==> src/inc/acr_pkg.sv <==
// Constants shared by the ADC setup register block.
package acr_pkg;

	// Register port shape.
	localparam int ACR_ADDR_W = 7;
	localparam int ACR_DATA_W = 16;

	// Register addresses.
	localparam logic [6:0] ACR_ADC_SETUP_ADDR = 7'h02;
	localparam logic [6:0] ACR_SETUP_STATUS_ADDR = 7'h70;

	// Reset values.
	localparam logic [15:0] ACR_ADC_SETUP_RESET = 16'h2400;
	localparam logic [15:0] ACR_ZERO_WORD = 16'h0000;

	// Field positions inside the setup word.
	localparam int ACR_SECOND_RATE_LSB = 13;
	localparam int ACR_SECOND_RATE_MSB = 15;
	localparam int ACR_FIRST_RATE_LSB = 10;
	localparam int ACR_FIRST_RATE_MSB = 12;
	localparam int ACR_SECOND_SPAN_LSB = 7;
	localparam int ACR_SECOND_SPAN_MSB = 9;
	localparam int ACR_FIRST_SPAN_LSB = 4;
	localparam int ACR_FIRST_SPAN_MSB = 6;
	localparam int ACR_SECOND_SEL_LSB = 2;
	localparam int ACR_SECOND_SEL_MSB = 3;
	localparam int ACR_FIRST_SEL_LSB = 0;
	localparam int ACR_FIRST_SEL_MSB = 1;

	// Sample-rate codes.
	localparam logic [2:0] ACR_RATE_10SPS = 3'h0;
	localparam logic [2:0] ACR_RATE_20SPS = 3'h1;
	localparam logic [2:0] ACR_RATE_1K2SPS = 3'h2;
	localparam logic [2:0] ACR_RATE_4K8SPS = 3'h3;
	localparam logic [2:0] ACR_RATE_9K6SPS = 3'h4;

	// Input span codes.
	localparam logic [2:0] ACR_SPAN_0_12V = 3'h0;
	localparam logic [2:0] ACR_SPAN_PM12V = 3'h1;
	localparam logic [2:0] ACR_SPAN_PM2V5 = 3'h2;
	localparam logic [2:0] ACR_SPAN_M2V5_0 = 3'h3;
	localparam logic [2:0] ACR_SPAN_0_2V5 = 3'h4;
	localparam logic [2:0] ACR_SPAN_0_0V625 = 3'h5;
	localparam logic [2:0] ACR_SPAN_PM104MV = 3'h6;

	// Second slot input pairs.
	localparam logic [1:0] ACR_SEL2_EXT1_GND = 2'h0;
	localparam logic [1:0] ACR_SEL2_EXT2_GND = 2'h1;
	localparam logic [1:0] ACR_SEL2_EXT2_EXT1 = 2'h2;
	localparam logic [1:0] ACR_SEL2_ANALOG_GROUND_ANALOG_GROUND = 2'h3;

	// First slot input pairs.
	localparam logic [1:0] ACR_SEL1_LF_GND = 2'h0;
	localparam logic [1:0] ACR_SEL1_HF_LF = 2'h1;
	localparam logic [1:0] ACR_SEL1_EXT2_EXT1 = 2'h2;
	localparam logic [1:0] ACR_SEL1_LF_EXT1 = 2'h3;

	// Status register bits.
	localparam int ACR_STAT_PENDING_BIT = 0;
	localparam int ACR_STAT_MISUSE_BIT = 1;

endpackage

==> src/logic/acr_adc_setup.sv <==
// ADC setup register with hardware overwrite, fallback decoding and sequence-aligned apply.
//
// The address-and-strobe port was decided locally.
`timescale 1ns/1ps
module acr_adc_setup
	import acr_pkg::*;
#(
	parameter int ADDR_W = ACR_ADDR_W,
	parameter int DATA_W = ACR_DATA_W
) (
	input  wire logic              clk,
	input  wire logic              rst,
	input  wire logic [ADDR_W-1:0] reg_addr,
	input  wire logic [DATA_W-1:0] reg_wdata,
	input  wire logic              reg_wr,
	input  wire logic              reg_rd,
	output logic      [DATA_W-1:0] reg_rdata,
	input  wire logic              seq_start,
	input  wire logic              conv_active,
	input  wire logic              func_write,
	input  wire logic              func_span_we,
	input  wire logic [2:0]        func_span,
	input  wire logic              func_sel_we,
	input  wire logic [1:0]        func_input_sel,
	output logic [2:0]             second_slot_rate,
	output logic [2:0]             first_slot_rate,
	output logic [2:0]             second_slot_span,
	output logic [2:0]             first_slot_span,
	output logic [1:0]             second_slot_input_sel,
	output logic [1:0]             first_slot_input_sel,
	output logic                   second_slot_notch,
	output logic                   first_slot_notch,
	output logic                   setup_pending
);

	////////////////////////////////////////////////////////////////////////////////
	// Decoding helpers.

	// Rate codes above the top listed code fall back to the 20 SPS code.
	function automatic logic [2:0] acr_norm_rate(input logic [2:0] code);
		logic [2:0] result;
		case (code)
			ACR_RATE_10SPS: result = ACR_RATE_10SPS;
			ACR_RATE_20SPS: result = ACR_RATE_20SPS;
			ACR_RATE_1K2SPS: result = ACR_RATE_1K2SPS;
			ACR_RATE_4K8SPS: result = ACR_RATE_4K8SPS;
			ACR_RATE_9K6SPS: result = ACR_RATE_9K6SPS;
			default: result = ACR_RATE_20SPS;
		endcase
		return result;
	endfunction

	// Only the top span code is unlisted; it falls back to 0 V to 12 V.
	function automatic logic [2:0] acr_norm_span(input logic [2:0] code);
		logic [2:0] result;
		case (code)
			ACR_SPAN_0_12V: result = ACR_SPAN_0_12V;
			ACR_SPAN_PM12V: result = ACR_SPAN_PM12V;
			ACR_SPAN_PM2V5: result = ACR_SPAN_PM2V5;
			ACR_SPAN_M2V5_0: result = ACR_SPAN_M2V5_0;
			ACR_SPAN_0_2V5: result = ACR_SPAN_0_2V5;
			ACR_SPAN_0_0V625: result = ACR_SPAN_0_0V625;
			ACR_SPAN_PM104MV: result = ACR_SPAN_PM104MV;
			default: result = ACR_SPAN_0_12V;
		endcase
		return result;
	endfunction

	// The two slowest rates carry the mains rejection filter.
	function automatic logic acr_has_notch(input logic [2:0] code);
		logic result;
		result = (code == ACR_RATE_10SPS) || (code == ACR_RATE_20SPS);
		return result;
	endfunction

	////////////////////////////////////////////////////////////////////////////////
	// Software-visible register state.

	logic [DATA_W-1:0] setup_word;
	logic [DATA_W-1:0] next_setup_word;
	logic              pending;
	logic              next_pending;
	logic              misuse;
	logic              next_misuse;
	logic [DATA_W-1:0] next_reg_rdata;
	logic              hit_setup;
	logic              hit_status;
	logic              hw_change;

	assign hit_setup = (reg_addr == ADDR_W'(ACR_ADC_SETUP_ADDR));
	assign hit_status = (reg_addr == ADDR_W'(ACR_SETUP_STATUS_ADDR));
	assign hw_change = func_write && (func_span_we || func_sel_we);

	// Software write first, then the hardware overwrite lands on top of it.
	always_comb begin
		next_setup_word = setup_word;
		next_pending = pending;
		next_misuse = misuse;
		// The start clears first so that a same-cycle write still leaves pending set.
		if (seq_start) begin
			next_pending = 1'b0;
		end
		if (reg_wr && hit_setup) begin
			next_setup_word = reg_wdata;
			next_pending = 1'b1;
		end
		if (func_write && func_span_we) begin
			next_setup_word[ACR_FIRST_SPAN_MSB:ACR_FIRST_SPAN_LSB] = func_span;
		end
		if (func_write && func_sel_we) begin
			next_setup_word[ACR_FIRST_SEL_MSB:ACR_FIRST_SEL_LSB] = func_input_sel;
		end
		if (hw_change) begin
			next_pending = 1'b1;
		end
		// A write while converting is legal on the pins but flagged; set beats clear.
		if (reg_wr && hit_status && reg_wdata[ACR_STAT_MISUSE_BIT]) begin
			next_misuse = 1'b0;
		end
		if (reg_wr && hit_setup && conv_active) begin
			next_misuse = 1'b1;
		end
	end

	// Registered read path; data stand only in the cycle after the strobe.
	always_comb begin
		next_reg_rdata = ACR_ZERO_WORD;
		if (reg_rd && hit_setup) begin
			next_reg_rdata = setup_word;
		end
		if (reg_rd && hit_status) begin
			next_reg_rdata[ACR_STAT_PENDING_BIT] = pending;
			next_reg_rdata[ACR_STAT_MISUSE_BIT] = misuse;
		end
	end

	// Register stage for the software-visible state.
	always_ff @(posedge clk) begin
		if (rst) begin
			setup_word <= ACR_ADC_SETUP_RESET;
			pending <= 1'b0;
			misuse <= 1'b0;
			reg_rdata <= ACR_ZERO_WORD;
		end else begin
			setup_word <= next_setup_word;
			pending <= next_pending;
			misuse <= next_misuse;
			reg_rdata <= next_reg_rdata;
		end
	end

	////////////////////////////////////////////////////////////////////////////////
	// Active settings seen by the converter.

	logic [2:0] next_second_rate;
	logic [2:0] next_first_rate;
	logic [2:0] next_second_span;
	logic [2:0] next_first_span;
	logic [1:0] next_second_sel;
	logic [1:0] next_first_sel;
	logic       next_second_notch;
	logic       next_first_notch;
	logic [2:0] norm_second_rate;
	logic [2:0] norm_first_rate;

	assign norm_second_rate = acr_norm_rate(setup_word[ACR_SECOND_RATE_MSB:ACR_SECOND_RATE_LSB]);
	assign norm_first_rate = acr_norm_rate(setup_word[ACR_FIRST_RATE_MSB:ACR_FIRST_RATE_LSB]);

	// The stored word is copied only at a sequence start, so a conversion never
	// sees its settings move underneath it; a write in the same cycle waits.
	always_comb begin
		next_second_rate = second_slot_rate;
		next_first_rate = first_slot_rate;
		next_second_span = second_slot_span;
		next_first_span = first_slot_span;
		next_second_sel = second_slot_input_sel;
		next_first_sel = first_slot_input_sel;
		next_second_notch = second_slot_notch;
		next_first_notch = first_slot_notch;
		if (seq_start) begin
			next_second_rate = norm_second_rate;
			next_first_rate = norm_first_rate;
			next_second_span = acr_norm_span(setup_word[ACR_SECOND_SPAN_MSB:ACR_SECOND_SPAN_LSB]);
			next_first_span = acr_norm_span(setup_word[ACR_FIRST_SPAN_MSB:ACR_FIRST_SPAN_LSB]);
			next_second_sel = setup_word[ACR_SECOND_SEL_MSB:ACR_SECOND_SEL_LSB];
			next_first_sel = setup_word[ACR_FIRST_SEL_MSB:ACR_FIRST_SEL_LSB];
			next_second_notch = acr_has_notch(norm_second_rate);
			next_first_notch = acr_has_notch(norm_first_rate);
		end
	end

	// Register stage for the active settings; reset mirrors the reset word.
	always_ff @(posedge clk) begin
		if (rst) begin
			second_slot_rate <= ACR_RATE_20SPS;
			first_slot_rate <= ACR_RATE_20SPS;
			second_slot_span <= ACR_SPAN_0_12V;
			first_slot_span <= ACR_SPAN_0_12V;
			second_slot_input_sel <= ACR_SEL2_EXT1_GND;
			first_slot_input_sel <= ACR_SEL1_LF_GND;
			second_slot_notch <= 1'b1;
			first_slot_notch <= 1'b1;
		end else begin
			second_slot_rate <= next_second_rate;
			first_slot_rate <= next_first_rate;
			second_slot_span <= next_second_span;
			first_slot_span <= next_first_span;
			second_slot_input_sel <= next_second_sel;
			first_slot_input_sel <= next_first_sel;
			second_slot_notch <= next_second_notch;
			first_slot_notch <= next_first_notch;
		end
	end

	// Pending tells the sequencer that a fresh setup waits for the next start.
	assign setup_pending = pending;

	////////////////////////////////////////////////////////////////////////////////
	// Behaviour notes for whoever integrates or extends this block.
	//
	// Register bus timing.
	// A write is taken at the rising edge at which the write strobe is high.
	// The stored word shows the new value from the following cycle on.
	// A read is taken at the rising edge at which the read strobe is high.
	// The read data stand in the following cycle only and are zero otherwise.
	// Unmapped addresses ignore writes and read back as zero.
	// The bus never waits, so strobes may follow each other with no gap.
	//
	// Status word.
	// Bit zero shows that a stored word waits for the next sequence start.
	// Bit one shows that the setup word was written while conversions ran.
	// Writing a one to bit one clears that flag again.
	// A new misuse in the same cycle as the clear keeps the flag set,
	// because losing evidence of a bad write is worse than a stale flag.
	//
	// Pending flag.
	// Any software write or hardware overwrite of the stored word sets it.
	// A sequence start clears it, because the word has then been applied.
	// A write in the same cycle as a start is not applied by that start,
	// so in that case the flag stays set and the next start applies it.
	// The sequencer may use the flag to skip an idle reload, nothing more.
	//
	// Hardware overwrite.
	// The channel function logic sits outside this block.
	// It signals a function write with a one-cycle pulse.
	// Each field enable beside that pulse picks one first slot field.
	// Field enables without the pulse are ignored on purpose, so that a
	// glitch on an enable alone cannot corrupt the stored word.
	// A same-cycle software write is taken first, and the hardware value then
	// replaces only the fields it names; all other software bits survive.
	//
	// Active settings.
	// The converter sees only the registered copy, never the stored word.
	// The copy moves at a sequence start and at no other time.
	// This trades one cycle of latency for settings that never change
	// partway through a conversion, even if software ignores the rule to stop
	// conversions before writing.
	// Rate and span codes are cleaned on the way into the copy, so the
	// converter never has to decode an unlisted code itself.
	// Input pair codes are all listed, so they pass through unchanged.
	// The read path still returns the raw stored word, so software reads back
	// exactly what it wrote, unlisted codes included.
	//
	// Notch outputs.
	// They are high while the active rate is one of the two slow rates.
	// Those rates carry the mains rejection filter in the converter.
	// They are derived from the cleaned rate, so an unlisted code shows the
	// notch of the fallback rate, not of whatever the raw bits suggest.
	//
	// Reset.
	// Reset is synchronous and active high.
	// The stored word, the active copy and the flags all take their reset
	// values at the first edge with reset high and hold them while it stays.
	// The active copy at reset equals a clean copy of the reset word, so no
	// start is needed before the first conversion.
	// The first strobe may arrive in the first cycle after release.
	//
	// Limitations.
	// Software that writes while conversions run is only flagged, not blocked.
	// The block keeps no history, so two writes between starts keep the last.
	// Widths follow the parameters, but the field map assumes a 16-bit word.
	//
	// The function logic is trusted to pass through high impedance first, so an
	// overwrite here is applied as given without checking the old function.

endmodule

==> config.mk <==
export PLATFORM = sky130hd
export DESIGN_NAME = acr_adc_setup
export DESIGN_NICKNAME = d
export VERILOG_FILES = /design/src/inc/acr_pkg.sv /design/src/logic/acr_adc_setup.sv
export SDC_FILE = /design/constraint.sdc
export NUM_CORES = 1
export LEC_CHECK = 0
export BUFFER_PORTS_ARGS = -buffer_cell sky130_fd_sc_hd__buf_2
export CAP_MARGIN = 15
export CORE_AREA = 2 2 77 79
export CTS_CLUSTER_DIAMETER = 40
export CTS_CLUSTER_SIZE = 8
export DETAILED_ROUTE_END_ITERATION = 8
export DIE_AREA = 0 0 79 81
export GPL_TIMING_DRIVEN = 0
export PLACE_DENSITY_LB_ADDON = 0.3
export SYNTH_ARGS = -nofsm -noshare
export SYNTH_HDL_FRONTEND = slang
export SYNTH_SLANG_ARGS = --single-unit
export TNS_END_PERCENT = 5
==> constraint.sdc <==
create_clock -name clk -period 3.4 [get_ports clk]
set_clock_uncertainty 0.2 [all_clocks]
set_input_delay 0.34 -clock clk [delete_from_list [all_inputs] [get_ports clk]]
set_output_delay 0.34 -clock clk [all_outputs]
set_load 0.05 [all_outputs]
After elaboration in Yosys (flattened, before gate mapping)
Index checks and enable logic that the tools add are counted.

Input port bits: 37. Word-level logic and storage cells: 73. Register bits: 52. Output and inout port bits: 35.

Bitwise operators: 1. Multiplexer cells: 14. Reductions and logical operators: 21. Equal/unequal tests: 22.

Operators by type and width (number): $pmux 3 s6 (2); $eq 3x2->1 const B (8); $eq 3x3->1 const B (8); $pmux 3 s4 (2); $eq 3x1->1 const B (4); $logic_not 3->1 (4); $logic_and 1x1->1 (9); $eq 7x2->1 const B (1); $eq 7x7->1 const B (1); $mux 7 (1); $mux 2 (3); $reduce_bool 2->1 (3); $mux 1 (5); $logic_or 1x1->1 (3); $mux 3 (1); $reduce_bool 3->1 (1); $reduce_or 2->1 (1); $not 1->1 (1).

Longest topological paths before layout
Depth in word-level cells: 5. Gate-level depth with buffers: 6. Mapped depth without buffers: 4.

Worst setup path after synthesis
OpenSTA, ideal clock, no wires.

Kind: in2reg. Start: input reg_addr[4]. End: register setup_word[0]. Library setup time: 91 ps. Stages on the path: 5. Arrival time: 1218 ps. Path buffers: 1. Data required time: 3109 ps. Setup slack: 1891 ps. Path through: nor4b_4 and3_1 buf_6 nand2_1 a311oi_1.

Longest elaborated chain between the ends: 3.

RTL lines: start: declaration (line acr_adc_setup.sv:13) `input wire logic [ADDR_W-1:0] reg_addr,`; $eq 7x2->1 (line acr_adc_setup.sv:90) `assign hit_setup = (reg_addr == ADDR_W'(ACR_ADC_SETUP_ADDR));`; $logic_and 1x1->1 (line acr_adc_setup.sv:103) `if (reg_wr && hit_setup) begin`; $reduce_bool 2->1 (no line); end signal: assignment (line acr_adc_setup.sv:145) `setup_word <= next_setup_word;`; end: declaration (line acr_adc_setup.sv:79) `logic [DATA_W-1:0] setup_word;`.

No other way between the ends. A chain may end at the register's enable or synchronous reset.

Final worst setup path
Start: input reg_addr[4]. End: register reg_rdata[12].

Longest elaborated chain between the ends: 4.

RTL lines: $eq 7x2->1 (line acr_adc_setup.sv:90); $logic_and 1x1->1 (line acr_adc_setup.sv:128) `if (reg_rd && hit_setup) begin`; $not 1->1 (no line); $reduce_or 2->1 (no line); end signal: assignment (line acr_adc_setup.sv:148) `reg_rdata <= next_reg_rdata;`; end: declaration (line acr_adc_setup.sv:17) `output logic [DATA_W-1:0] reg_rdata,`.

No other way between the ends.

==> flow_summary_export.csv <==
group,metric,value,unit
drt,drt_wl_total,4500,um
sta,worstMarginPinSlew,613,ps
clocking,post_cts_buffers,0,
logic_synthesis,syn_inst,206,
power,peakVddDrop,0.191,mV
worst_setup_path,crit_required,3460,ps
logic_synthesis,synth_warnings,0,
clocking,worstSkewPairLatency,310,ps
worst_setup_path,start_kind,"input port",
grt,antenna_found_initial,0,
logic_synthesis,syn_avg_cell_area,9.23,um^2
worst_setup_path,crit_path_cell_trace,"buf_2 > nor4b_4 > nand2_1 > nor2_2 > clkbuf_2 > and2_1",
power,powerDensity,434,nW/um^2
drt,num_vias,1636,
clocking,cts_resized,0,
die,start_util,33.5,%
sta,fin_crit,1600,ps
place,gp_congestion,0.811,
clocking,cts_inserted_buffers,5,
worst_setup_path,cp_slowest_cell,"nor4b_4",
die,dieArea,6400,um^2
logic_synthesis,synth_ff_type,"dfxtp_1",
die,core_area,5680,um^2
drt,first_pass_iters,4,
layout,instances_no_fill,359,
worst_setup_path,r2r_start,"setup_word[14]$_SDFFE_PP0P_",
sta,setup-violations-final,0,
drt,drt_iter0_markers,29,
drt,wl_met3,210,um
min_path,min_from,"rst",
layout,diodes,0,
worst_setup_path,worstSetupStartpoint,"reg_addr[4]",
status,status,"finished, final reports clean",
drt,via_per_inst,4.56,
drt,highest_layer,"met4",
logic_synthesis,synth_commonest_cells,"dfxtp_1, nand2_1, a21oi_1",
layout,drive_above_1_share,31.7,%
logic_synthesis,synth_nets,243,
worst_setup_path,slowest_delay,330,ps
sta,hold_slack,35.1,ps
logic_synthesis,seq_area_frac_synth,54.8,%
logic_synthesis,synth_seq_cells,52,
worst_setup_path,cp_max_fo,10,
sta,fmax,624,MHz
worst_setup_path,worstReg2RegEnd,"second_slot_rate[0]$_SDFFE_PP1P_",
drt,drc_errors,0,
worst_setup_path,r2r_setup_slack,2200,ps
worst_setup_path,criticalPathCategory,"input port to flop",
logic_synthesis,synth.most_common_cell,"dfxtp_1",
sta,max_slew_margin,59.2,%
drt,wl_met2,2160,um
logic_synthesis,yosysTopAreaCell,"dfxtp_1",
die,die_w,79,um
sta,tns,0,ps
drt,wl_met1,2050,um
grt,grt_pass1_vias,1522,
logic_synthesis,syn_area,1900,um^2
logic_synthesis,synth_top_area_share,54.8,%
grt,grt_usage,14.5,%
logic_synthesis,synth_edf_count,0,
clocking,clock_sinks,52,
die,pin_count,72,
sta,slew_viol_final,0,
power,power_leakage,0.00107,uW
min_path,hold_path.class,"input port to flop",
logic_synthesis,synth.area.top_cells,"dfxtp_1, nand2_1, a21oi_1",
worst_setup_path,critPathArrivalTime,1660,ps
sta,finalCritPeriodShare,47.1,%
grt,grt-ovfl-total,0,
worst_setup_path,crit_end,"reg_rdata[12]$_SDFF_PP0_",
place,dp_hpwl,3290,um
sta,hold_violations,0,
logic_synthesis,async_flop_share,0,%
worst_setup_path,cp-end-kind,"flop",
clocking,clk_pin_slew,100,ps
worst_setup_path,worstRegToRegCells,3,
die,core.rowCount,28,
sta,rsz0062_at_grt,"no",
drt,final_antenna_net_count,0,
layout,n_fill_cell,626,
die,die_h,81,um
clocking,cts_tree,"built",
job,maxCapViolCount,0,
grt,grt_max_degree,18,
grt,grt_pass1_wl,7070,um
logic_synthesis,post_synth_num_cell_types,31,
clocking,clock_path_buffers,2,
clocking,cts.htree.levels,2,
place,io_buffers,70,
layout,nets,320,
drt,wl_per_cell,12.5,um
layout,syn2layout_area_growth,28.2,%
clocking,cts_root_buf,"clkbuf_8",
clocking,ctsHoldBuffers,0,
place,place_inst,351,
[registers in the layout, indices dropped and copies added (netlist names)]
name / cells
first_slot_rate: 3
setup_word: 16
second_slot_span: 3
first_slot_span: 3
setup_pending: 1
misuse: 1
reg_rdata: 16
first_slot_input_sel: 2
second_slot_notch: 1
second_slot_rate: 3
second_slot_input_sel: 2
first_slot_notch: 1
[critical path, delay by kind of cell]
family / cells / cell delay (ps)
and+or+nand+nor: 4 / 930
buffers and inverters: 2 / 390
[layer usage]
layer	vias up	track usage, %
met4	0	5.00
met1	744	17.4
met3	7	4.00
met2	39	25.0
met5	-	0
li1	846	-
[kinds of logic after synthesis]
family                 share of synthesized area, %
flip-flops                                     54.8
AO/OA/AOI/OAI                                  10.7
multiplexers                                   4.21
AND/OR/NAND/NOR                                26.8
buffers and inverters                          3.55
[per-stage QoR]
| stage | total power [uW] | area, um^2 | setup WS (ps) | util (%) |
|---|---|---|---|---|
| after floorplan | 681 | 1900 | 1890 | - |
| after global placement | 718 | 2340 | 1510 | 41.3 |
| after detailed placement | 719 | 2340 | 1490 | 41.3 |
| after CTS | 1070 | 2440 | 1810 | 42.9 |
| after global routing | 1110 | 2440 | 1700 | 42.9 |
| final | 1060 | 2440 | 1800 | 42.9 |
[worst min-delay path by stage]
stage               slack [ps]                              to  cells past startpoint
global placement           250  second_slot_notch$_SDFFE_PP1P_                      2
CTS                         30     setup_word[13]$_SDFFE_PP1P_                      3
finish                      40      setup_word[4]$_SDFFE_PP0P_                      2
global route                20      setup_word[4]$_SDFFE_PP0P_                      2
floorplan                  240         reg_rdata[1]$_SDFF_PP0_                      1
detailed placement         260  second_slot_notch$_SDFFE_PP1P_                      2
[report_power, final]
group	switching (uW)	internal (uW)	total [uW]	leakage (uW)
Sequential	6.63	617	624	0.000421
Combinational	48.0	31.9	79.9	0.000611
Clock	209	146	355	0.0000404
Total	263	795	1060	0.00107
[layout make-up]
type / count / area, um^2 / area share (%)
multi-input cells: 143 / 792 / 32.5
plain buffers: 10 / 63.8 / 2.62
inverters: 1 / 3.75 / 0.154
well taps: 75 / 93.8 / 3.85
clock inverters: 3 / 23.8 / 0.975
flip-flops and latches: 52 / 1040 / 42.7
clock buffers: 5 / 68.8 / 2.82
repair buffers: 70 / 350 / 14.4
[cell usage in the layout, fill, tap and decap left out, types with 2 or more instances in the layout]
master / n
nor2_1: 15
nor3b_1: 2
nand3b_1: 2
buf_2: 72
mux2i_1: 8
and2_1: 14
nor2b_1: 3
clkinvlp_4: 2
clkbuf_8: 5
o31ai_1: 2
a21oi_1: 23
dfxtp_1: 52
a311oi_1: 4
nand2b_1: 5
or2_2: 2
clkbuf_1: 2
buf_1: 2
and3_1: 2
a22o_1: 2
nand2_1: 44
buf_6: 3
nand3_1: 6
Power figures use the tool's default switching activity.
